$ cat config.mk
export PLATFORM = sky130hd
export DESIGN_NAME = fault_supervisor
export DESIGN_NICKNAME = d
export VERILOG_FILES = /design/src/supervisor_pkg.sv /design/src/fault_supervisor.sv
export SDC_FILE = /design/constraint.sdc
export NUM_CORES = 1
export LEC_CHECK = 0
export ABC_AREA = 1
export BUFFER_PORTS_ARGS = -buffer_cell sky130_fd_sc_hd__buf_4
export CORE_MARGIN = 4
export CORE_UTILIZATION = 45
export DETAILED_ROUTE_END_ITERATION = 12
export GPL_ROUTABILITY_DRIVEN = 1
export REMOVE_ABC_BUFFERS = 1
export SLEW_MARGIN = 20
export SYNTH_ARGS = -nofsm -noshare
export SYNTH_HDL_FRONTEND = slang
export SYNTH_SLANG_ARGS = --single-unit
$ cat constraint.sdc
create_clock -name core_clk -period 3.9 [get_ports core_clk]
set_input_delay 0.39 -clock core_clk [delete_from_list [all_inputs] [get_ports core_clk]]
set_output_delay 0.39 -clock core_clk [all_outputs]
set_load 0.03 [all_outputs]
$ cat src/supervisor_pkg.sv
// Constants shared by the power supply fault and restart supervisor
package supervisor_pkg;
    // Clock rate and derived second counts
    localparam int unsigned CLK_HZ = 10000000;
    localparam int unsigned GRACE_S = 20;
    localparam int unsigned RESTART_DELAY_S = 1;
    localparam int unsigned OV_WINDOW_S = 60;
    localparam int unsigned MIN_OFF_S = 2;
    localparam int unsigned OV_MAX_TRIES = 3;
    // Register byte offsets
    localparam logic [7:0] CTRL_OFFS = 8'h00;
    localparam logic [7:0] STATE_OFFS = 8'h04;
    localparam logic [7:0] IRQ_STAT_OFFS = 8'h08;
    localparam logic [7:0] IRQ_MASK_OFFS = 8'h0C;
    localparam logic [7:0] SETPT_OFFS = 8'h10;
    localparam logic [7:0] STATUS2_OFFS = 8'h14;
    // Control register bit positions
    localparam int CTRL_ON_BIT = 0;
    localparam int CTRL_OC_LATCH_BIT = 1;
    localparam int CTRL_OT_LATCH_BIT = 2;
    // Interrupt status bit positions
    localparam int IRQ_STATE_BIT = 0;
    localparam int IRQ_LATCH_BIT = 1;
    localparam int IRQ_RESTART_BIT = 2;
    localparam int IRQ_BUSERR_BIT = 3;
    // Reset values
    localparam logic [2:0] CTRL_RESET = 3'h1;
    localparam logic [3:0] MASK_RESET = 4'h0;
    // AXI responses
    localparam logic [1:0] RESP_OKAY = 2'h0;
    localparam logic [1:0] RESP_SLVERR = 2'h2;
    // Supervisor states
    typedef enum logic [5:0] {
        ST_OFF = 6'h01,
        ST_ON = 6'h02,
        ST_LIMIT = 6'h04,
        ST_HICCUP = 6'h08,
        ST_RETRY = 6'h10,
        ST_LATCHED = 6'h20
    } state_type;
endpackage

$ cat src/fault_supervisor.sv
// Fault, restart and setpoint supervisor with AXI4-Lite registers
//
// Design decisions made here: the AXI4-Lite register port and the address map.
`timescale 1ns/100ps
module fault_supervisor #(
    parameter int unsigned GRACE_CYC =
        supervisor_pkg::GRACE_S * supervisor_pkg::CLK_HZ,
    parameter int unsigned DELAY_CYC =
        supervisor_pkg::RESTART_DELAY_S * supervisor_pkg::CLK_HZ,
    parameter int unsigned WINDOW_CYC =
        supervisor_pkg::OV_WINDOW_S * supervisor_pkg::CLK_HZ,
    parameter int unsigned MIN_OFF_CYC =
        supervisor_pkg::MIN_OFF_S * supervisor_pkg::CLK_HZ,
    parameter int unsigned BLINK_CYC = supervisor_pkg::CLK_HZ / 4,
    parameter int SETPT_W = 8
) (
    // Clock and reset
    input wire logic core_clk,
    input wire logic reset,
    // Power stage status
    input wire logic remote_on,
    input wire logic present,
    input wire logic limit_active,
    input wire logic vout_above_10v,
    input wire logic oc_fault,
    input wire logic ot_fault,
    input wire logic ov_fault,
    input wire logic [SETPT_W-1:0] prog_pin_setpt,
    // Power stage control
    output logic main_on,
    output logic [SETPT_W-1:0] setpt,
    output logic out_led,
    output logic alert_n,
    output logic irq,
    // AXI4-Lite write
    input wire logic [7:0] s_awaddr,
    input wire logic s_awvalid,
    output logic s_awready,
    input wire logic [31:0] s_wdata,
    input wire logic [3:0] s_wstrb,
    input wire logic s_wvalid,
    output logic s_wready,
    output logic [1:0] s_bresp,
    output logic s_bvalid,
    input wire logic s_bready,
    // AXI4-Lite read
    input wire logic [7:0] s_araddr,
    input wire logic s_arvalid,
    output logic s_arready,
    output logic [31:0] s_rdata,
    output logic [1:0] s_rresp,
    output logic s_rvalid,
    input wire logic s_rready
);
    supervisor_pkg::state_type st_q, st_d;
    logic [31:0] tmr_q, tmr_d, win_q, win_d, grace_q, grace_d;
    logic [1:0] ovcnt_q, ovcnt_d;
    logic [2:0] ctrl_q, ctrl_d;
    logic sw_setpt_q, sw_setpt_d, restarted_q, restarted_d;
    logic [SETPT_W-1:0] setpt_q, setpt_d, swval_q, swval_d;
    logic [3:0] stat_q, stat_d, mask_q, mask_d;
    logic aw_q, aw_d, w_q, w_d, bv_q, bv_d, rv_q, rv_d;
    logic [7:0] awa_q, awa_d;
    logic [31:0] wd_q, wd_d, rd_q, rd_d;
    logic [1:0] br_q, br_d, rr_q, rr_d;
    logic led_q, led_d, on_q, on_d, irq_q, irq_d, alert_n_q, alert_n_d;
    logic [31:0] blink_q, blink_d;
    logic octl_q, otl_q, awr_q, wr_q, arr_q;
    logic do_wr, rd_take, ev_state, ev_latch, ev_rst, ev_err, want_on;

    // Decodes an offset into a mapped-register flag
    function automatic logic mapped(input logic [7:0] a);
        mapped = (a == supervisor_pkg::CTRL_OFFS) ||
            (a == supervisor_pkg::STATE_OFFS) ||
            (a == supervisor_pkg::IRQ_STAT_OFFS) ||
            (a == supervisor_pkg::IRQ_MASK_OFFS) ||
            (a == supervisor_pkg::SETPT_OFFS) ||
            (a == supervisor_pkg::STATUS2_OFFS);
    endfunction

    // Bus slave handshakes and register writes
    always_comb begin
        aw_d = aw_q;
        w_d = w_q;
        awa_d = awa_q;
        wd_d = wd_q;
        bv_d = bv_q;
        br_d = br_q;
        rv_d = rv_q;
        rr_d = rr_q;
        rd_d = rd_q;
        ctrl_d = ctrl_q;
        mask_d = mask_q;
        sw_setpt_d = sw_setpt_q;
        swval_d = swval_q;
        do_wr = 1'b0;
        rd_take = 1'b0;
        if (s_awvalid && !aw_q && !bv_q) begin
            aw_d = 1'b1;
            awa_d = s_awaddr;
        end
        if (s_wvalid && !w_q && !bv_q) begin
            w_d = 1'b1;
            wd_d = s_wdata;
        end
        if (aw_q && w_q) begin
            do_wr = 1'b1;
            aw_d = 1'b0;
            w_d = 1'b0;
            bv_d = 1'b1;
            br_d = mapped(awa_q) ? supervisor_pkg::RESP_OKAY
                : supervisor_pkg::RESP_SLVERR;
            if (awa_q == supervisor_pkg::CTRL_OFFS) begin
                ctrl_d = wd_q[2:0];
            end
            if (awa_q == supervisor_pkg::IRQ_MASK_OFFS) begin
                mask_d = wd_q[3:0];
            end
            if (awa_q == supervisor_pkg::SETPT_OFFS) begin
                sw_setpt_d = 1'b1;
                swval_d = wd_q[SETPT_W-1:0];
            end
        end
        if (bv_q && s_bready) begin
            bv_d = 1'b0;
        end
        if (s_arvalid && !rv_q) begin
            rd_take = 1'b1;
            rv_d = 1'b1;
            rr_d = mapped(s_araddr) ? supervisor_pkg::RESP_OKAY
                : supervisor_pkg::RESP_SLVERR;
            case (s_araddr)
                supervisor_pkg::CTRL_OFFS: rd_d = {29'h0, ctrl_q};
                supervisor_pkg::STATE_OFFS: rd_d = {24'h0, ovcnt_q, st_q};
                supervisor_pkg::IRQ_STAT_OFFS: rd_d = {28'h0, stat_q};
                supervisor_pkg::IRQ_MASK_OFFS: rd_d = {28'h0, mask_q};
                supervisor_pkg::SETPT_OFFS: rd_d = 32'(setpt_q);
                supervisor_pkg::STATUS2_OFFS: rd_d = {31'h0, restarted_q};
                default: rd_d = 32'h0;
            endcase
        end else if (rv_q && s_rready) begin
            rv_d = 1'b0;
        end
    end

    // Setpoint source follows pin until the bus claims it
    always_comb begin
        setpt_d = sw_setpt_q ? swval_q : prog_pin_setpt;
    end

    // Supervisor state machine and timers
    always_comb begin
        st_d = st_q;
        tmr_d = tmr_q;
        win_d = win_q;
        ovcnt_d = ovcnt_q;
        grace_d = grace_q;
        restarted_d = restarted_q;
        ev_latch = 1'b0;
        ev_rst = 1'b0;
        want_on = remote_on && ctrl_q[supervisor_pkg::CTRL_ON_BIT] &&
            present;
        // OV window clears the trip count when it expires
        if (win_q != 32'h0) begin
            win_d = win_q - 32'h1;
            if (win_q == 32'h1) begin
                ovcnt_d = 2'h0;
            end
        end
        if (tmr_q != 32'h0) begin
            tmr_d = tmr_q - 32'h1;
        end
        case (st_q)
            supervisor_pkg::ST_OFF: begin
                if (want_on && tmr_q == 32'h0) begin
                    st_d = supervisor_pkg::ST_ON;
                    grace_d = GRACE_CYC;
                end
            end
            supervisor_pkg::ST_ON, supervisor_pkg::ST_LIMIT: begin
                if (grace_q != 32'h0) begin
                    grace_d = grace_q - 32'h1;
                end
                if (!want_on) begin
                    st_d = supervisor_pkg::ST_OFF;
                    tmr_d = MIN_OFF_CYC;
                end else if (ov_fault) begin
                    ovcnt_d = ovcnt_q + 2'h1;
                    if (ovcnt_q == 2'h0) begin
                        win_d = WINDOW_CYC;
                    end
                    if (ovcnt_q + 2'h1 >= 2'(supervisor_pkg::OV_MAX_TRIES))
                    begin
                        st_d = supervisor_pkg::ST_LATCHED;
                    end else begin
                        st_d = supervisor_pkg::ST_RETRY;
                        tmr_d = DELAY_CYC;
                    end
                end else if ((oc_fault && ctrl_q[1]) || (ot_fault && ctrl_q[2]))
                begin
                    st_d = supervisor_pkg::ST_LATCHED;
                end else if (oc_fault || ot_fault) begin
                    st_d = supervisor_pkg::ST_RETRY;
                    tmr_d = DELAY_CYC;
                end else if (limit_active) begin
                    if (grace_q != 32'h0) begin
                        st_d = supervisor_pkg::ST_LIMIT;
                    end else if (!vout_above_10v) begin
                        st_d = supervisor_pkg::ST_HICCUP;
                        tmr_d = DELAY_CYC;
                    end else begin
                        st_d = supervisor_pkg::ST_LIMIT;
                    end
                end else begin
                    st_d = supervisor_pkg::ST_ON;
                end
            end
            supervisor_pkg::ST_HICCUP, supervisor_pkg::ST_RETRY: begin
                if (!want_on) begin
                    st_d = supervisor_pkg::ST_OFF;
                    tmr_d = MIN_OFF_CYC;
                end else if (tmr_q == 32'h0) begin
                    st_d = supervisor_pkg::ST_ON;
                    grace_d = 32'h0;
                end
            end
            supervisor_pkg::ST_LATCHED: begin
                // Off cycles or reconfiguration release the latch
                if (!want_on) begin
                    st_d = supervisor_pkg::ST_OFF;
                    tmr_d = MIN_OFF_CYC;
                    ovcnt_d = 2'h0;
                    ev_rst = 1'b1;
                end else if ((octl_q && !ctrl_q[1]) ||
                    (otl_q && !ctrl_q[2])) begin
                    st_d = supervisor_pkg::ST_ON;
                    ovcnt_d = 2'h0;
                    ev_rst = 1'b1;
                end
            end
            default: st_d = supervisor_pkg::ST_OFF;
        endcase
        if (ev_rst) begin
            restarted_d = 1'b1;
        end
        if (st_d == supervisor_pkg::ST_LATCHED &&
            st_q != supervisor_pkg::ST_LATCHED) begin
            ev_latch = 1'b1;
        end
    end

    // Indicator, output enable, sticky alarms and alert
    always_comb begin
        ev_state = st_d != st_q;
        ev_err = (do_wr && !mapped(awa_q)) ||
            (rd_take && !mapped(s_araddr));
        blink_d = (blink_q == 32'h0) ? BLINK_CYC : blink_q - 32'h1;
        case (st_q)
            supervisor_pkg::ST_ON: led_d = 1'b1;
            supervisor_pkg::ST_LIMIT: begin
                led_d = vout_above_10v ? (blink_q == 32'h0 ? !led_q : led_q)
                    : 1'b1;
            end
            default: led_d = 1'b0;
        endcase
        on_d = st_d == supervisor_pkg::ST_ON ||
            st_d == supervisor_pkg::ST_LIMIT;
        stat_d = stat_q;
        if (rd_take && s_araddr == supervisor_pkg::IRQ_STAT_OFFS) begin
            stat_d = 4'h0;
        end
        if (ev_rst) begin
            stat_d = 4'h0;
        end
        // Sets win over the read clear
        stat_d[supervisor_pkg::IRQ_STATE_BIT] =
            stat_d[supervisor_pkg::IRQ_STATE_BIT] | ev_state;
        stat_d[supervisor_pkg::IRQ_LATCH_BIT] =
            stat_d[supervisor_pkg::IRQ_LATCH_BIT] | ev_latch;
        stat_d[supervisor_pkg::IRQ_RESTART_BIT] =
            stat_d[supervisor_pkg::IRQ_RESTART_BIT] | ev_rst;
        stat_d[supervisor_pkg::IRQ_BUSERR_BIT] =
            stat_d[supervisor_pkg::IRQ_BUSERR_BIT] | ev_err;
        irq_d = |(stat_d & mask_q);
        // Alert ignores the mask and clears with the status read
        alert_n_d = !(|stat_d);
    end

    // Registers
    always_ff @(posedge core_clk) begin
        if (reset) begin
            st_q <= supervisor_pkg::ST_OFF;
            {tmr_q, win_q, grace_q, blink_q} <= '0;
            ovcnt_q <= 2'h0;
            ctrl_q <= supervisor_pkg::CTRL_RESET;
            mask_q <= supervisor_pkg::MASK_RESET;
            stat_q <= 4'h0;
            {sw_setpt_q, restarted_q, led_q, on_q, irq_q} <= '0;
            {aw_q, w_q, bv_q, rv_q} <= '0;
            {setpt_q, swval_q, awa_q, wd_q, rd_q} <= '0;
            {br_q, rr_q} <= '0;
            {octl_q, otl_q} <= 2'h0;
            alert_n_q <= 1'b1;
            {awr_q, wr_q, arr_q} <= 3'h7;
        end else begin
            st_q <= st_d;
            tmr_q <= tmr_d;
            win_q <= win_d;
            grace_q <= grace_d;
            blink_q <= blink_d;
            ovcnt_q <= ovcnt_d;
            ctrl_q <= ctrl_d;
            mask_q <= mask_d;
            stat_q <= stat_d;
            sw_setpt_q <= sw_setpt_d;
            restarted_q <= restarted_d;
            led_q <= led_d;
            on_q <= on_d;
            irq_q <= irq_d;
            {aw_q, w_q, bv_q, rv_q} <= {aw_d, w_d, bv_d, rv_d};
            {setpt_q, swval_q, awa_q, wd_q, rd_q} <=
                {setpt_d, swval_d, awa_d, wd_d, rd_d};
            {br_q, rr_q} <= {br_d, rr_d};
            {octl_q, otl_q} <= {ctrl_q[1], ctrl_q[2]};
            alert_n_q <= alert_n_d;
            {awr_q, wr_q, arr_q} <= {!aw_d && !bv_d, !w_d && !bv_d, !rv_d};
        end
    end

    // Outputs from flip-flops
    assign main_on = on_q;
    assign setpt = setpt_q;
    assign out_led = led_q;
    assign alert_n = alert_n_q;
    assign irq = irq_q;
    assign s_awready = awr_q;
    assign s_wready = wr_q;
    assign s_bvalid = bv_q;
    assign s_bresp = br_q;
    assign s_arready = arr_q;
    assign s_rvalid = rv_q;
    assign s_rdata = rd_q;
    assign s_rresp = rr_q;

    // Checks
    latch_holds_a: assert property (@(posedge core_clk) disable iff (reset)
        st_q == supervisor_pkg::ST_LATCHED && want_on &&
        !((octl_q && !ctrl_q[1]) || (otl_q && !ctrl_q[2]))
        |=> st_q == supervisor_pkg::ST_LATCHED)
        else $error("latch released without mechanism");
    off_output_a: assert property (@(posedge core_clk) disable iff (reset)
        !want_on |=> !main_on)
        else $error("output stayed on after off request");
    led_off_a: assert property (@(posedge core_clk) disable iff (reset)
        st_q == supervisor_pkg::ST_LATCHED |=> !out_led)
        else $error("indicator lit while latched");
    setpt_sw_a: assert property (@(posedge core_clk) disable iff (reset)
        sw_setpt_q |=> setpt == $past(swval_q))
        else $error("setpoint followed pin after bus command");
    restart_flag_a: assert property (@(posedge core_clk) disable iff (reset)
        ev_rst |=> restarted_q && stat_q[2])
        else $error("restart flag not set");
    alert_a: assert property (@(posedge core_clk) disable iff (reset)
        ev_state |=> !alert_n)
        else $error("alert not raised on state change");
    min_off_a: assert property (@(posedge core_clk) disable iff (reset)
        (st_q == supervisor_pkg::ST_LATCHED &&
        st_d == supervisor_pkg::ST_OFF) |=> tmr_q == MIN_OFF_CYC)
        else $error("minimum off time not loaded");
    hiccup_a: assert property (@(posedge core_clk) disable iff (reset)
        (st_q == supervisor_pkg::ST_ON || st_q == supervisor_pkg::ST_LIMIT)
        && want_on && !ov_fault && !oc_fault
        && !ot_fault && limit_active && grace_q == 32'h0 && !vout_above_10v
        |=> st_q == supervisor_pkg::ST_HICCUP)
        else $error("no hiccup on low-voltage limit");
    latch_c: cover property (@(posedge core_clk) ev_latch);
    restart_c: cover property (@(posedge core_clk) ev_rst);
    hiccup_c: cover property (@(posedge core_clk)
        st_q == supervisor_pkg::ST_HICCUP);
endmodule

==> metrics.txt <==
status finished clean; num rows 56; initial antenna violation count 1; DRC violations left 0; final period utilization 70.83%; max_cap viols 0; gr ovfl total 0; Max clock buf depth 3; final hold vios 0; Yosys reg bits 204; Avg Cell Area, Syn 6.719 µm²; IO buf count 72; Core Box Area 23470 µm²; Post-CTS Hold Buffers 0; startpoint types register; Pins Over Slew Limit 0; fin nets 1754; drt total wl 27600 µm; Synth Cell Area 10750 µm²; post-route setup TNS 0 ps; CTS resizes 0; chip width 162.6 µm; via count 10120; Final HPWL DP 20420 µm; CP max FO 19; met2 GRT Util 33.33%; Worst Hold Class in -> reg; clock tree from TritonCTS done; largest net degree at the start of global routing 54; endpoint type of the worst setup path register; CP max stage delay 650 ps; gr usage total 20.75%; skew final 9.145 ps; Root Driver clkbuf_16; Worst-Margin Slew 909.7 ps; vias in the first global route 9578; Synth cell types 48; Arr. time, crit path 3160 ps; main flop type after synthesis dfxtp_1; Tmin final 2762 ps; Yosys warnings 0; share of cells above drive strength 1 10.13%; final core occ 52.45%; Clk pin slew, worst setup/hold paths 60 ps; final antenna-violating net count 0; number of buffers created by CTS 24; busiest grt layer met2; Die Ht 162.6 µm; number of cells on the worst hold path 3; Die Footprint 26430 µm²; Syn Inst Count 1600; Reg2Reg Depth 6; sequential element share of the synthesized area 37.99%; first-pass iteration count of the detailed router 5; initial cell density of the core 45.80%; I/O pin count 127; met3 Resource Use GR 3.290%; global-route wire length before repair 46630 µm; crit-path cells nand3_1, inv_1, nand4_1, nand2_1, o21bai_1, nor2_1; DR iter-0 viols 616; H-tree depth 1; highest clock rate 362.0 MHz; # clock sinks 204; # diodes 0; Worst VDD drop 476.1 µV; P&R area growth vs syn 14.53%; Worst-Skew Late Latency 510 ps; final setup violating endpoints 0; GPL Wtd Cong 0.8482; DR vias/cell 5.044; Worst slew margin 39.13%; Leakage Power 0.005757 µW; Worst EP required 4290 ps; Pwr Density 978.3 nW/µm²; wire per inst 13.75 µm; setup bufs post-CTS 0; critical path's slowest cell nand2_1; RSZ-0062 raised after global routing no; Async S/R FF share, synth 0%; Post-synth EDFFs 0; most frequent cells in the layout 295 x nor2_1, 266 x nand2_1, 204 x dfxtp_1; commonest non-fill, non-tap cell in the layout nor2_1; routing usage on met1 29.29%; Worst Path Class, Setup reg -> reg
-- per-layer routing --
layer	routed length, µm	up-vias
li1	-	5280
met1	13580	4591
met2	11990	215
met3	1339	38
met4	692	0
met5	0	-
-- layout make-up --
cell class	count	area [µm²]
multi-input cells	1151	5637
well taps	319	399.1
fillers	2421	11160
flip-flops and latches	204	4084
inverters	211	792.0
repair buffers	79	593.1
clock buffers	35	733.2
clock inverters	8	73.82
-- through the flow --
| step | hold slack [ps] | power, µW | area, µm² | worst slack (ps) | std cells |
|---|---|---|---|---|---|
| floorplan | 422.6 | 8259 | 10510 | 1613 | 1566 |
| global placement | 435.6 | 9721 | 11500 | 1065 | 1964 |
| detailed placement | 439.7 | 9758 | 11500 | 1019 | 1964 |
| CTS | 96.13 | 12080 | 12310 | 1064 | 2007 |
| global route | 121.1 | 13290 | 12310 | 790.8 | 2007 |
| finish | 115.5 | 12040 | 12310 | 1138 | 2007 |
-- final timing paths --
kind / from / to / slack (ps)
max: ctrl_q[0]$_SDFFE_PP1P_ / win_q[19]$_SDFF_PP0_ / 1140
min: prog_pin_setpt[0] / setpt[0]$_SDFF_PP0_ / 120
max reg2reg: ctrl_q[0]$_SDFFE_PP1P_ / win_q[19]$_SDFF_PP0_ / 1140
min reg2reg: awa_q[7]$_SDFFE_PP0P_ / awa_q[7]$_SDFFE_PP0P_ / 450
-- where the power goes --
part | switching, µW | total (µW) | internal, µW | leakage [µW]
combinational | 4310 | 6590 | 2280 | 0.00370
clock | 884 | 2250 | 1370 | 0.000396
sequential | 540 | 3200 | 2660 | 0.00166
total | 5740 | 12000 | 6310 | 0.00576
-- worst max-delay path, delay by kind of cell, from the launching register on --
family	cells	cell delay, ps
buf+inv	1	500
flops	1	390
simple gates	4	1520
compound gates	1	220
-- sequential cells by signal, summed over array words and instances (netlist names), 2 cells and up --
signal,flops
blink_q,32
grace_q,32
tmr_q,32
win_q,32
awa_q,8
s_rdata,8
setpt,8
swval_q,8
wd_q,8
st_q,6
mask_q,4
stat_q,4
ctrl_q,3
ovcnt_q,2
-- logic make-up (layout without fill, tap and decap cells) --
family / after synthesis / after routing / share of synthesized area, %
other cells: 1 / 26 / 0.03488
simple gates: 801 / 801 / 32.79
buf+inv: 270 / 333 / 10.51
compound gates: 255 / 255 / 12.74
fa+ha+maj: 9 / 9 / 1.048
flops: 204 / 204 / 37.99
xor+xnor: 60 / 60 / 4.888
-- synth_stat cells (2+ instances only) --
library cell	n	share of area, %
o41ai_1	5	0.41
buf_2	9	0.42
nor2_4	7	0.73
xnor2_1	20	1.6
o2111ai_1	2	0.16
a21oi_1	113	5.3
a32o_1	2	0.19
nor3_1	45	2.1
xor2_1	40	3.3
a211oi_1	7	0.49
dfxtp_1	204	38
o21ai_0	102	4.7
o21bai_1	2	0.14
inv_1	199	6.9
nand2_1	266	9.3
nand3b_1	3	0.21
nand3_2	2	0.19
o22ai_1	3	0.17
or2_2	5	0.29
nor2_1	295	10
a31oi_1	11	0.64
clkinv_1	3	0.10
nand4_1	33	1.9
o211ai_1	3	0.21
inv_2	9	0.31
nor4_1	22	1.3
ha_1	9	1.0
buf_4	26	1.8
nand2_2	9	0.52
buf_1	3	0.10
or2_0	2	0.12
o21ai_1	2	0.093
or3_1	4	0.23
clkbuf_1	20	0.70
nand3_1	85	4.0
nor2_2	10	0.58
or2_1	5	0.29
nor3_2	3	0.28
Note: power is estimated with default switching activity, not from simulation.
